--- src/core/rhp_pkg.sv ---
// Purpose: Constants for the root hub port status and power register bank
// Assumes: One 32-bit port register per downstream port, 4 ports
// Notes:   Offsets are byte addresses on the register port
package rhp_pkg;

  localparam int          RHP_NUM_PORTS      = 4;
  localparam logic [7:0]  RHP_PORT_BASE      = 8'h54;
  localparam logic [7:0]  RHP_PORT_STRIDE    = 8'h04;
  localparam int          RHP_BIT_CONNECT    = 0;
  localparam int          RHP_BIT_SET_ENABLE = 1;
  localparam int          RHP_BIT_SET_SUSP   = 2;
  localparam int          RHP_BIT_SET_RESET  = 4;
  localparam int          RHP_BIT_POWER      = 8;
  localparam int          RHP_BIT_LOW_SPEED  = 9;
  localparam int          RHP_BIT_CONN_CHG   = 16;
  localparam logic        RHP_RST_POWER      = 1'b0;
  localparam logic        RHP_RST_CONN_CHG   = 1'b0;
  localparam logic        RHP_MODE_GLOBAL    = 1'b0;

  typedef enum logic [1:0] {
    RHP_CMD_NONE  = 2'b00,
    RHP_CMD_SET   = 2'b01,
    RHP_CMD_CLEAR = 2'b10
  } rhp_cmd_t;

endpackage : rhp_pkg

--- src/core/rhp_port.sv ---
// Purpose: One downstream port's connect change and power status state
// Assumes: Commands arrive as one-cycle pulses from the register decoder
// Notes:   Connect input comes from the port's line logic
`timescale 1ns/100ps
module rhp_port
  import rhp_pkg::*;
(
  input  wire logic     clock_i,
  input  wire logic     rst_i,
  input  wire logic     switching_supported_i,
  input  wire logic     nonremovable_marker_i,
  input  wire logic     current_connect_status_i,
  input  wire logic     hub_reset_done_i,
  input  wire logic     overcurrent_i,
  input  wire logic     recheck_i,
  input  wire logic     clear_change_i,
  input  wire rhp_cmd_t power_cmd_i,
  output logic          connect_change_flag_o,
  output logic          port_power_status_o
);

  typedef struct packed {
    logic conn_q;
    logic change;
    logic power;
  } rhp_port_state_t;

  rhp_port_state_t state;
  rhp_port_state_t next_state;
  logic            conn_event;

  always_comb begin
    next_state = state;
    next_state.conn_q = current_connect_status_i;
    conn_event = (current_connect_status_i != state.conn_q) & ~nonremovable_marker_i;
    // Clear first so a same-cycle event still sets
    if (clear_change_i) begin
      next_state.change = 1'b0;
    end
    if (conn_event) begin
      next_state.change = 1'b1;
    end
    if (recheck_i) begin
      next_state.change = 1'b1;
    end
    if (nonremovable_marker_i && hub_reset_done_i) begin
      next_state.change = 1'b1;
    end
    case (power_cmd_i)
      RHP_CMD_SET:   next_state.power = 1'b1;
      RHP_CMD_CLEAR: next_state.power = 1'b0;
      default:       next_state.power = next_state.power;
    endcase
    if (overcurrent_i) begin
      next_state.power = 1'b0;
    end
    if (!switching_supported_i) begin
      next_state.power = 1'b1;
    end
  end

  always_ff @(posedge clock_i) begin
    if (rst_i) begin
      state <= '{conn_q: 1'b0, change: RHP_RST_CONN_CHG, power: RHP_RST_POWER};
    end else begin
      state <= next_state;
    end
  end

  assign connect_change_flag_o = state.change;
  assign port_power_status_o   = state.power;

endmodule : rhp_port

--- src/core/rhp_root_hub_port_status_power.sv ---
// Purpose: Root hub per-port status register bank, connect change and power
// Assumes: Simple synchronous register port, one-cycle write/read strobes
// Notes:   Read data is registered, valid the cycle after the read strobe
//          Per-port power writes act only on ports that the mask selects
//          Bit 8 set wins over bit 9 clear within one write
//          Overcurrent wins over any set; unswitched ports stay powered
`timescale 1ns/100ps
module rhp_root_hub_port_status_power
  import rhp_pkg::*;
(
  input  wire logic                     clock_i,
  input  wire logic                     rst_i,
  input  wire logic                     wr_i,
  input  wire logic                     rd_i,
  input  wire logic [7:0]               addr_i,
  input  wire logic [31:0]              wdata_i,
  input  wire logic                     switching_supported_i,
  input  wire logic                     per_port_mode_i,
  input  wire logic [RHP_NUM_PORTS-1:0] per_port_power_mask_i,
  input  wire logic [RHP_NUM_PORTS-1:0] nonremovable_marker_i,
  input  wire logic [RHP_NUM_PORTS-1:0] current_connect_status_i,
  input  wire logic [RHP_NUM_PORTS-1:0] low_speed_attached_i,
  input  wire logic [RHP_NUM_PORTS-1:0] port_enable_status_i,
  input  wire logic [RHP_NUM_PORTS-1:0] port_suspend_status_i,
  input  wire logic [RHP_NUM_PORTS-1:0] port_reset_status_i,
  input  wire logic [RHP_NUM_PORTS-1:0] overcurrent_i,
  input  wire logic                     hub_reset_done_i,
  input  wire logic                     set_global_power_i,
  input  wire logic                     clear_global_power_i,
  output logic      [31:0]              rdata_o,
  output logic                          rvalid_o,
  output logic      [RHP_NUM_PORTS-1:0] port_power_o,
  output logic      [RHP_NUM_PORTS-1:0] port_status_reset_o
);

  // ------------------------------------------------------------
  // Address decode
  // ------------------------------------------------------------
  function automatic logic port_hit(input logic [7:0] a, input int p);
    port_hit = (a == RHP_PORT_BASE + 8'(p) * RHP_PORT_STRIDE);
  endfunction : port_hit

  // Strobes qualified by port
  logic [RHP_NUM_PORTS-1:0] wr_hit;
  logic [RHP_NUM_PORTS-1:0] rd_hit;

  always_comb begin
    for (int p = 0; p < RHP_NUM_PORTS; p++) begin
      wr_hit[p] = wr_i & port_hit(addr_i, p);
      rd_hit[p] = rd_i & port_hit(addr_i, p);
    end
  end

  // ------------------------------------------------------------
  // Write command decode
  // ------------------------------------------------------------
  function automatic logic set_request(input logic [31:0] d);
    set_request = d[RHP_BIT_SET_RESET] | d[RHP_BIT_SET_ENABLE] | d[RHP_BIT_SET_SUSP];
  endfunction : set_request

  function automatic rhp_cmd_t power_cmd(
    input logic        port_cmds,
    input logic        hit,
    input logic [31:0] d,
    input logic        set_global,
    input logic        clear_global
  );
    rhp_cmd_t c;
    c = RHP_CMD_NONE;
    if (port_cmds) begin
      // Set looked at first, so it wins over clear
      if (hit && d[RHP_BIT_POWER]) begin
        c = RHP_CMD_SET;
      end else if (hit && d[RHP_BIT_LOW_SPEED]) begin
        c = RHP_CMD_CLEAR;
      end
    end else begin
      if (set_global) begin
        c = RHP_CMD_SET;
      end else if (clear_global) begin
        c = RHP_CMD_CLEAR;
      end
    end
    power_cmd = c;
  endfunction : power_cmd

  // ------------------------------------------------------------
  // Read word assembly
  // ------------------------------------------------------------
  function automatic logic [31:0] pack_status(
    input logic change,
    input logic low_speed,
    input logic power,
    input logic reset_status,
    input logic suspend,
    input logic enable,
    input logic connect
  );
    logic [31:0] w;
    w                     = 32'h0000_0000;
    w[RHP_BIT_CONN_CHG]   = change;
    w[RHP_BIT_LOW_SPEED]  = low_speed;
    w[RHP_BIT_POWER]      = power;
    w[RHP_BIT_SET_RESET]  = reset_status;
    w[RHP_BIT_SET_SUSP]   = suspend;
    w[RHP_BIT_SET_ENABLE] = enable;
    w[RHP_BIT_CONNECT]    = connect;
    pack_status = w;
  endfunction : pack_status

  typedef struct packed {
    logic [31:0]              rdata;
    logic                     rvalid;
    logic [RHP_NUM_PORTS-1:0] power_q;
    logic [RHP_NUM_PORTS-1:0] status_reset;
  } rhp_top_state_t;

  rhp_top_state_t           state;
  rhp_top_state_t           next_state;
  logic [RHP_NUM_PORTS-1:0] change_flag;
  logic [RHP_NUM_PORTS-1:0] power_status;

  // ------------------------------------------------------------
  // Per-port command decode and state
  // ------------------------------------------------------------
  genvar g;
  generate
    for (g = 0; g < RHP_NUM_PORTS; g++) begin : g_port
      logic     hit;
      logic     recheck;
      logic     clear_change;
      logic     use_port_cmds;
      rhp_cmd_t cmd;

      always_comb begin
        hit           = wr_hit[g];
        clear_change  = hit & wdata_i[RHP_BIT_CONN_CHG];
        recheck       = hit & ~current_connect_status_i[g] & set_request(wdata_i);
        use_port_cmds = (per_port_mode_i != RHP_MODE_GLOBAL)
                      & per_port_power_mask_i[g];
        cmd           = power_cmd(use_port_cmds, hit, wdata_i,
                                  set_global_power_i, clear_global_power_i);
      end

      rhp_port u_port (
        .clock_i                  (clock_i),
        .rst_i                    (rst_i),
        .switching_supported_i    (switching_supported_i),
        .nonremovable_marker_i    (nonremovable_marker_i[g]),
        .current_connect_status_i (current_connect_status_i[g]),
        .hub_reset_done_i         (hub_reset_done_i),
        .overcurrent_i            (overcurrent_i[g]),
        .recheck_i                (recheck),
        .clear_change_i           (clear_change),
        .power_cmd_i              (cmd),
        .connect_change_flag_o    (change_flag[g]),
        .port_power_status_o      (power_status[g])
      );
    end
  endgenerate

  // ------------------------------------------------------------
  // Read mux and power-off status reset
  // ------------------------------------------------------------
  always_comb begin
    next_state = state;
    next_state.rvalid = rd_i;
    next_state.power_q = power_status;
    next_state.status_reset = ~power_status;
    if (rd_i) begin
      next_state.rdata = 32'h0000_0000;
      for (int p = 0; p < RHP_NUM_PORTS; p++) begin
        if (rd_hit[p]) begin
          next_state.rdata = pack_status(
            change_flag[p],
            low_speed_attached_i[p],
            power_status[p],
            port_reset_status_i[p],
            port_suspend_status_i[p],
            port_enable_status_i[p],
            current_connect_status_i[p]
          );
        end
      end
    end
  end

  // ------------------------------------------------------------
  // Register state
  // ------------------------------------------------------------
  always_ff @(posedge clock_i) begin
    if (rst_i) begin
      state <= '{rdata: 32'h0000_0000, rvalid: 1'b0,
                 power_q: '0, status_reset: '1};
    end else begin
      state <= next_state;
    end
  end

  // ------------------------------------------------------------
  // Outputs
  // ------------------------------------------------------------
  assign rdata_o             = state.rdata;
  assign rvalid_o            = state.rvalid;
  assign port_power_o        = state.power_q;
  assign port_status_reset_o = state.status_reset;

endmodule : rhp_root_hub_port_status_power

--- config.mk ---
export PLATFORM = sky130hd
export DESIGN_NAME = rhp_root_hub_port_status_power
export DESIGN_NICKNAME = d
export VERILOG_FILES = /design/src/core/rhp_pkg.sv /design/src/core/rhp_port.sv /design/src/core/rhp_root_hub_port_status_power.sv
export SDC_FILE = /design/constraint.sdc
export NUM_CORES = 1
export LEC_CHECK = 0
export BUFFER_PORTS_ARGS = -buffer_cell sky130_fd_sc_hd__buf_2
export CORE_ASPECT_RATIO = 1.1
export CORE_MARGIN = 10
export CORE_UTILIZATION = 30
export CTS_CLUSTER_SIZE = 8
export DETAILED_ROUTE_END_ITERATION = 16
export PLACE_DENSITY_LB_ADDON = 0.25
export SLEW_MARGIN = 20
export SYNTH_ARGS = -nofsm -noshare
export SYNTH_HDL_FRONTEND = slang
export SYNTH_SLANG_ARGS = --single-unit
--- constraint.sdc ---
create_clock -name clock_i -period 2.6 [get_ports clock_i]
set_clock_uncertainty 0.15 [all_clocks]
set_input_delay 0.39 -clock clock_i [delete_from_list [all_inputs] [get_ports clock_i]]
set_output_delay 0.39 -clock clock_i [all_outputs]
set_load 0.02 [all_outputs]
==> out/qor.yml, run 1 <==
grt_pass1_wl_mm: 8.21
drive_above_1_share: 0.328
ys_ff_latch: 28
critPathSlowestCell: "or3_4"
pwr-share-seq: 0.485
cp_max_fo: 4
place_hpwl_mm: 4.23
fp.dieH_um: 98.9
routabilityCongestion: 0.799
seq_area_um2: 561
worst-setup-path-type: "in -> reg"
yosys_warnings: 0
holdBufCountCts: 0
drc_errors: 0
die_w_um: 91.8
clock_path_buffers: 2
slowest_delay_ns: 0.37
synth_largest_area_cell: "dfxtp_1"
finalSetupViolations: 0
nets: 357
pin_count: 122
power_frac_comb: 0.234
grt-ovfl-total: 0
fmax_mhz: 467
cts_tree: "yes"
clk_pin_slew_ns: 0.10
synth.top_cell.area_share: 0.330
cts_setup_buffers: 0
dieArea_mm2: 0.00908
vias_per_cell: 4.56
holdWs_ns: 0.187
ys_types: 41
cts.sink_count: 28
antenna_cells: 0
period_needed_ns: 2.14
maxCapViolations: 0
first_global_vias: 1689
wl_per_cell_um: 14.8
slew_violations: 0
reg2reg_depth: 4
dr.pass1.iters: 4
post-route-period-util: 0.824
worstPathCellList: "buf_2, nor4b_4, nand2_2, or3_4, o31ai_2, ha_1, nor2_1, a21oi_1, o21a_1, nor2_1"
path_depth: 10
wirelength_mm: 5.14
tightestPinTransition_ns: 0.518
area_growth_pct: 23.7
status: "complete, no violations"
cp.required_ns: 2.66
drt_iter0_drc: 86
antenna_found_initial: 0
cts_resized: 0
ys_seq_area_frac: 0.330
total_power_w: 0.000955
grtUsageTotal: 0.108
cp_common_cell: "nor2_1"
coreArea_mm2: 0.00543
hold_path_depth: 2
multiInputGateArea_um2: 982
fillers: 596
grt_max_degree: 27
start_util: 0.313
antenna_left: 0
internal-power_w: 0.000678
crit_path_end_kind: "flop"
numCtsBuffers: 3
avgSynthCellArea_um2: 8.45
cpLargestDelayFamily: "simple AND/OR/NAND/NOR gates"
fin_area_mm2: 0.00210
power_density_mw_per_mm2: 454
layout_setup_ws_ns: 0.459
synth_area_mm2: 0.00170
vias: 1577
insertion_delay_ns: 0.27
p_leak_nw: 0.969
ctsHtreeMaxLevel: 1
p_sw_frac: 0.290
dpl_cell_area_mm2: 0.00205
hp-class: "in -> reg"
netlist_instances: 201
cp-start-kind: "input pin"
clockRootBuffer: "clkbuf_8"
port_buffers: 70
setup_tns_ns: 0
rsz0062_at_grt: "no"
vdd_drop_max_v: 0.000196
p_sw_w: 0.000277
clockPowerShare: 0.281
cp_data_arrival_time_ns: 2.20
critPathBufInv: 1
synthTopCellsByArea: "dfxtp_1 (33%), buf_4 (11%), nor2b_1 (7.4%)"
dp_slack_ns: 0.176
hold_viol: 0
rows: 28
relSlewSlack: 0.650
[flip-flops by register name, indices dropped and copies added (netlist names)]
| signal | count |
|---|---|
| g_port.u_port.port_power_status_o | 4 |
| port_status_reset_o | 4 |
| port_power_o | 4 |
| rvalid_o | 1 |
| g_port.u_port.connect_change_flag_o | 4 |
| rdata_o | 7 |
| g_port.u_port.state | 4 |
[cell type report]
class | count | area share
Multi-Input combinational cell | 158 | 0.467
Sequential cell | 28 | 0.267
Timing Repair Buffer | 75 | 0.185
Tap cell | 75 | 0.0446
Clock buffer | 4 | 0.0262
Inverter | 6 | 0.0107
[Yosys cell counts]
library cell	instances
nor4_1	3
nand4_1	2
a22oi_1	3
nand4bb_1	1
o221ai_1	4
a221oi_1	3
nor3b_1	3
o22ai_1	7
dfxtp_1	28
nand4b_1	1
and2_0	1
conb_1	1
o21a_1	4
a41oi_1	1
ha_1	4
or2_2	3
a21oi_1	8
mux2_2	2
nor3_1	1
nor2_1	12
nor2b_1	20
o21ai_0	3
nor4b_1	1
o32ai_1	1
a211oi_1	2
nor4b_4	1
buf_4	26
nand2_2	1
a22o_1	3
o31a_1	1
a21o_1	5
nand2_1	14
o31ai_1	2
a31oi_1	8
o31ai_2	2
clkbuf_1	5
buf_2	2
or3_4	1
and2_1	2
inv_1	6
nand2b_1	3
[power groups by stage]
stage	clock, W	sequential, W	combinational [W]
after floorplan	0	0.000483	0.000156
after global placement	0	0.000473	0.000221
after detailed placement	0	0.000473	0.000223
after CTS	0.000281	0.000463	0.000224
after global routing	0.000301	0.000466	0.000249
final	0.000268	0.000463	0.000224
[layout by cell type, fill, tap and decap left out, types with 5 or more instances in the layout]
master,Yosys,layout
a31oi_1,8,8
o22ai_1,7,7
nor2_1,12,12
buf_2,2,70
buf_4,26,5
nand2_1,14,14
conb_1,1,25
a21oi_1,8,8
inv_1,6,6
a21o_1,5,5
nor2b_1,20,20
dfxtp_1,28,28
[metrics by stage]
stage	util	std cells
2_1_floorplan	-	225
3_3_place_gp	0.377	342
3_5_place_dp	0.377	342
4_1_cts	0.387	346
5_1_grt	0.387	346
6_report	0.387	346
[cells by family (layout without fill, tap and decap cells)]
logic type | after synthesis | in the layout | synth area share
simple gates | 70 | 70 | 0.240
compound gates | 57 | 57 | 0.240
flops | 28 | 28 | 0.330
other cells | 1 | 25 | 0.00221
mux | 2 | 2 | 0.0133
fa+ha+maj | 4 | 4 | 0.0295
buf+inv | 39 | 85 | 0.145
[layer usage]
metal / GRT usage / wire [um] / vias up
li1: - / - / 814
met1: 0.127 / 2170 / 705
met3: 0.0341 / 401 / 2
met5: 0 / 0 / -
met2: 0.187 / 2540 / 56
met4: 0.0249 / 27 / 0
[final timing paths]
path	from	endpoint	slack, ns
worst max register to register	g_port[3].u_port.state[2]$_SDFF_PP0_	g_port[3].u_port.connect_change_flag_o$_SDFFE_PP0P_	1.59
worst min-delay path	current_connect_status_i[3]	g_port[3].u_port.connect_change_flag_o$_SDFFE_PP0P_	0.19
worst min register to register	g_port[2].u_port.port_power_status_o$_SDFFE_PP0P_	port_status_reset_o[2]$_SDFF_PP1_	0.29
worst max-delay path	addr_i[1]	g_port[0].u_port.port_power_status_o$_SDFFE_PP0P_	0.46
Note: power is estimated with default switching activity, not from simulation.
==> run 2, diff against run 1 <==
--- a/config.mk
+++ b/config.mk
@@ -5,6 +5,7 @@
 export SDC_FILE = /design/constraint.sdc
 export NUM_CORES = 1
 export LEC_CHECK = 0
+export ABC_AREA = 1
 export BUFFER_PORTS_ARGS = -buffer_cell sky130_fd_sc_hd__buf_2
 export CORE_ASPECT_RATIO = 1.1
 export CORE_MARGIN = 10
==> constraint.sdc (replaced) <==
create_clock -name clock_i -period 2 [get_ports clock_i]
set_clock_uncertainty 0.15 [all_clocks]
set_input_delay 0.3 -clock clock_i [delete_from_list [all_inputs] [get_ports clock_i]]
set_output_delay 0.3 -clock clock_i [all_outputs]
set_load 0.02 [all_outputs]
==> run 2 against run 1 <==
Compared with the run above: clock power up 65%; global-route usage is 0.55 points lower; die area grew 2.1%; cell count up 23%; synthesized cell count increased by 34%; count of clock-buffer cells in the layout down 1; sequential cell count is the same; critical path type unchanged; highest routed layer unchanged.
==> out/qor.yml, run 2 <==
status: "complete, no violations"
numCtsBuffers: 3
synth_largest_area_cell: "dfxtp_1"
die_w_um: 92.7
ys_top_cells_by_count: "nand2_1 (68), nor2_1 (38), inv_1 (36), dfxtp_1 (28), buf_4 (25)"
vdd_drop_max_v: 0.000368
worstPathCellList: "buf_2, nor2_1, and2_1, nand2_1, nor2_1, nand2_1, nand3_1, o22ai_1, ha_1, inv_1, a21oi_1, o21ai_0, a21oi_1"
netlist_instances: 269
synth_area_mm2: 0.00174
fillers: 648
nets: 435
ys_seq_area_frac: 0.321
cts.sink_count: 28
yosys_warnings: 0
rows: 29
layout_setup_ws_ns: 0.178
cts_tree: "yes"
clk_pin_slew_ns: 0.10
worst-setup-path-type: "in -> reg"
routabilityCongestion: 0.787
synth_edf_count: 0
synth.top_cell.area_share: 0.321
hold_viol: 0
rsz0062_at_grt: "no"
layout_commonest_cell: "buf_2"
ys_types: 23
grtUsageTotal: 0.103
dieArea_mm2: 0.00927
cp_data_arrival_time_ns: 1.88
critPathSlowestCell: "ha_1"
coreArea_mm2: 0.00570
insertion_delay_ns: 0.27
synth_most_common_cell: "nand2_1"
grt_max_degree: 19
place_hpwl_mm: 4.20
avgSynthCellArea_um2: 6.48
post-route-period-util: 0.911
area_growth_pct: 27.0
placedCellCount: 422
antenna_cells: 0
grt_pass1_wl_mm: 8.08
first_global_vias: 1833
start_util: 0.306
final_cells: 426
worstHoldStart: "switching_supported_i"
dp_slack_ns: -0.132
wl_per_cell_um: 11.4
slew_violations: 0
dr.pass1.iters: 5
drt_iter0_drc: 68
setup_tns_ns: 0
antenna_found_initial: 0
grt-ovfl-total: 0
pin_count: 122
period_needed_ns: 1.82
clockRootBuffer: "clkbuf_8"
largest_reg_flops: 7
synthFlopType: "dfxtp_1"
final_cell_mix: "buf_2 (70), nand2_1 (68), nor2_1 (37)"
fmax_mhz: 549
drive_above_1_share: 0.269
p_leak_nw: 1.16
cp_max_fo: 3
vias_per_cell: 4.15
fp.dieH_um: 100
ctsHtreeMaxLevel: 1
maxCapViolations: 0
vias: 1769
ys_ff_latch: 28
synthArstFlopShare: 0
crit_path_end_kind: "flop"
antenna_left: 0
cp-start-kind: "input pin"
holdBufCountCts: 0
cp.required_ns: 2.06
wirelength_mm: 4.87
power_density_mw_per_mm2: 587
timing.rr.start: "g_port[0].u_port.state[2]$_SDFF_PP0_"
holdWs_ns: 0.0943
crit_path_start: "addr_i[2]"
synthTopCellsByArea: "dfxtp_1 (32%), nand2_1 (15%), buf_4 (11%)"
hp-class: "in -> reg"
drc_errors: 0
clock_path_buffers: 2
fin_util: 0.389
port_buffers: 70
slowest_delay_ns: 0.27
finalSetupViolations: 0
[run 2: changes by cell type in the layout (fill, tap and decap cells not counted), sizes merged, moves of 8 or more]
cell / change
a31oi: -8
inv: +31
nand2: +55
nand3: +14
nor2: +32
nor2b: -20
o21ai: +13
[run 2: path summary, 6_finish.rpt]
path	endpoint	slack (ns)	cells after the start
worst max-delay path	g_port[3].u_port.port_power_status_o$_SDFFE_PP0P_	0.18	13
worst min-delay path	g_port[2].u_port.port_power_status_o$_SDFFE_PP0P_	0.09	2
worst max register to register	g_port[0].u_port.connect_change_flag_o$_SDFFE_PP0P_	0.93	6
worst min register to register	g_port[3].u_port.connect_change_flag_o$_SDFFE_PP0P_	0.32	2
[run 2: area by class of cell]
cell class,count,area (um^2),share of cell area
inverter,37,146,0.0661
sequential,28,561,0.253
tap,77,96.3,0.0435
clock inverter,1,30.0,0.0136
clock buffer,3,41.3,0.0186
multi-input combinational,200,916,0.413
timing repair buffer,80,425,0.192
[run 2: cells by family (layout without fill, tap and decap cells)]
family,after synthesis,after routing,share of synthesized area
simple gates,135,135,0.326
buf+inv,65,121,0.207
compound gates,33,33,0.0997
flops,28,28,0.321
fa+ha+maj,4,4,0.0287
xor+xnor,3,3,0.0151
other cells,1,25,0.00215
[run 2: metal layers]
layer / up-vias / wire [um] / GRT usage
li1: 942 / - / -
met1: 770 / 2150 / 0.114
met2: 55 / 2260 / 0.185
met3: 2 / 441 / 0.0418
met4: 0 / 13 / 0.0107
met5: - / 0 / 0
[run 2: what timing repair did]
item,CTS,global route
buffers inserted,0,0
resized for setup,0,1
endpoints found under the setup margin,0,1
[run 2: power breakdown]
group,internal (W),switching (W)
logic,0.0000938,0.000164
registers,0.000587,0.0000123
clock network,0.000268,0.000175
total,0.000949,0.000351
[run 2: critical path: cells and delay by family]
family                     cells  cell delay (ns)
and+or+nand+nor                6             0.79
AOI/OAI and AO/OA              4             0.38
adders and majority gates      1             0.27
buffers and inverters          2             0.15
[run 2: stage by stage]
step                      power (W)  cell area (um^2)
after global routing        0.00139              2220
after CTS                   0.00132              2210
after global placement     0.000869              2140
after floorplan            0.000806              1830
final                       0.00130              2220
after detailed placement   0.000872              2140
==> run 3, diff against run 2 <==
--- a/config.mk
+++ b/config.mk
@@ -5,10 +5,8 @@
 export SDC_FILE = /design/constraint.sdc
 export NUM_CORES = 1
 export LEC_CHECK = 0
-export ABC_AREA = 1
 export BUFFER_PORTS_ARGS = -buffer_cell sky130_fd_sc_hd__buf_2
 export CORE_ASPECT_RATIO = 1.1
-export CORE_MARGIN = 10
 export CORE_UTILIZATION = 30
 export CTS_CLUSTER_SIZE = 8
 export DETAILED_ROUTE_END_ITERATION = 16
==> run 3 against run 2 <==
Compared with the run above: sequential cell count is the same; total power up 5.4%; design area rose by 2.7%; die area shrank 36%; sequential power increased by 0.7%; cell count decreased by 17%; non-clock buffer count is 4 higher; critical path type unchanged; critical endpoint is now g_port[0].u_port.port_power_status_o$_SDFFE_PP0P_; largest power group unchanged.
==> out/qor.yml, run 3 (synthesis gave the netlist of run 1 again) <==
routabilityCongestion: 0.770
antenna_found_initial: 0
power_density_mw_per_mm2: 602
dp_slack_ns: -0.323
reg2reg_depth: 4
coreArea_mm2: 0.00543
pwr-share-seq: 0.441
cp_data_arrival_time_ns: 2.05
critPathSlowestCell: "or3_4"
grt-ovfl-total: 0
numCtsBuffers: 3
wl_per_cell_um: 12.3
port_buffers: 70
holdPathEnd: "g_port[3].u_port.connect_change_flag_o$_SDFFE_PP0P_"
crit_path_end_kind: "flop"
largest_reg_flops: 7
layout_commonest_cell: "buf_2"
final_cell_mix: "buf_2 (68), dfxtp_1 (28), conb_1 (25)"
dieArea_mm2: 0.00597
rows: 28
pin_count: 122
period_needed_ns: 1.99
cts_tree: "yes"
holdBufCountCts: 0
layout_setup_ws_ns: 0.0102
cts.sink_count: 28
vias: 1608
hold_viol: 0
die_w_um: 73.8
worst-setup-path-type: "in -> reg"
cp.required_ns: 2.06
internal-power_w: 0.000992
finalSetupViolations: 0
timing.rr.start: "g_port[3].u_port.state[2]$_SDFF_PP0_"
cp_common_cell: "nor2_1"
maxCapViolations: 0
hp-class: "in -> reg"
grt_pass1_wl_mm: 6.58
clockRootBuffer: "clkbuf_8"
p_leak_nw: 1.04
drc_errors: 0
ctsHtreeMaxLevel: 1
post-route-period-util: 0.995
insertion_delay_ns: 0.27
holdWs_ns: 0.0957
vdd_drop_max_v: 0.000306
clock_path_buffers: 2
antenna_left: 0
nets: 366
first_global_vias: 1375
status: "complete, no violations"
wirelength_mm: 4.36
antenna_cells: 0
power_frac_comb: 0.234
worstPathCellList: "buf_6, nor4b_4, nand2_2, or3_4, o31ai_4, ha_1, nor2_1, a21oi_1, o21a_1, nor2_1"
fp.dieH_um: 80.9
rr_endpoint: "g_port[3].u_port.connect_change_flag_o$_SDFFE_PP0P_"
setup_tns_ns: 0
place_hpwl_mm: 3.42
slew_violations: 0
grtUsageTotal: 0.141
hold_path_depth: 2
clockPowerShare: 0.325
r2r_slack_ns: 1.00
cp_max_fo: 3
vias_per_cell: 4.53
slowest_delay_ns: 0.39
drive_above_1_share: 0.375
p_sw_w: 0.000378
p_sw_frac: 0.276
clk_pin_slew_ns: 0.10
start_util: 0.313
drt_iter0_drc: 46
fmax_mhz: 503
grt_max_degree: 19
area_growth_pct: 33.9
dr.pass1.iters: 4
worstHoldStart: "current_connect_status_i[3]"
rsz0062_at_grt: "yes"
cp-start-kind: "input pin"
## run 3: changes by cell type in the layout (fill, tap and decap cells not counted), moves of 4 or more
cell and delta:
a21oi_1 -8, a31oi_1 +8, o22ai_1 +6, nor2_1 -26
o21ai_0 -13, o21a_1 +4, nand3_1 -14, o221ai_1 +4
nand2_1 -54, nor2_2 -5, inv_1 -30, buf_4 +4
nor2b_1 +20, a21o_1 +5
## run 3: through the flow
stage / power [W] / util / std cells / cell area (um^2)
CTS: 0.00137 / 0.406 / 355 / 2210
finish: 0.00137 / 0.419 / 355 / 2270
global placement: 0.000914 / 0.389 / 350 / 2110
floorplan: 0.000832 / - / 225 / 1790
detailed placement: 0.000915 / 0.389 / 350 / 2110
global route: 0.00145 / 0.419 / 355 / 2270
## run 3: worst max path at each step
stage                          from                                           endpoint  slack, ns  cells past startpoint
after detailed placement  addr_i[7]  g_port[1].u_port.port_power_status_o$_SDFFE_PP0P_      -0.32                     10
after global routing      addr_i[1]  g_port[0].u_port.port_power_status_o$_SDFFE_PP0P_       -0.1                     10
after CTS                 addr_i[0]  g_port[0].u_port.port_power_status_o$_SDFFE_PP0P_       0.01                     10
after floorplan           addr_i[7]  g_port[1].u_port.port_power_status_o$_SDFFE_PP0P_      -0.15                      9
after global placement    addr_i[7]  g_port[1].u_port.port_power_status_o$_SDFFE_PP0P_      -0.33                     10
final                     addr_i[1]  g_port[0].u_port.port_power_status_o$_SDFFE_PP0P_       0.01                     10
## run 3: power groups by stage
stage | combinational, W | clock, W | sequential [W]
final | 0.000321 | 0.000445 | 0.000604
after global routing | 0.000356 | 0.000483 | 0.000608
after CTS | 0.000303 | 0.000458 | 0.000604
after detailed placement | 0.000298 | 0 | 0.000617
after global placement | 0.000297 | 0 | 0.000617
after floorplan | 0.000203 | 0 | 0.000628
## run 3: final cells by class
| cell class | count | area (um^2) |
|---|---|---|
| multi-input cells | 158 | 1060 |
| inverters | 6 | 22.5 |
| repair buffers | 84 | 468 |
| clock inverters | 1 | 30.0 |
| fillers | 575 | 3160 |
| well taps | 75 | 93.8 |
| clock buffers | 3 | 41.3 |
| flip-flops and latches | 28 | 561 |
## run 3: worst max-delay path, delay by kind of cell
family,cells,cell delay (ns)
simple gates,5,0.99
compound gates,3,0.38
fa+ha+maj,1,0.27
buf+inv,1,0.10
## run 3: repair_timing
action	in CTS	in global routing
setup endpoints to repair	2	4
pin swaps	3	0
gates resized for setup	2	11
setup buffers	1	0
## run 3: per-layer routing
layer  vias up  wire length, um  track usage
met3         2              233       0.0223
met4         0               13       0.0231
met1       714             2140        0.194
met5         -                0            0
met2        57             1970        0.236
li1        835                -            -
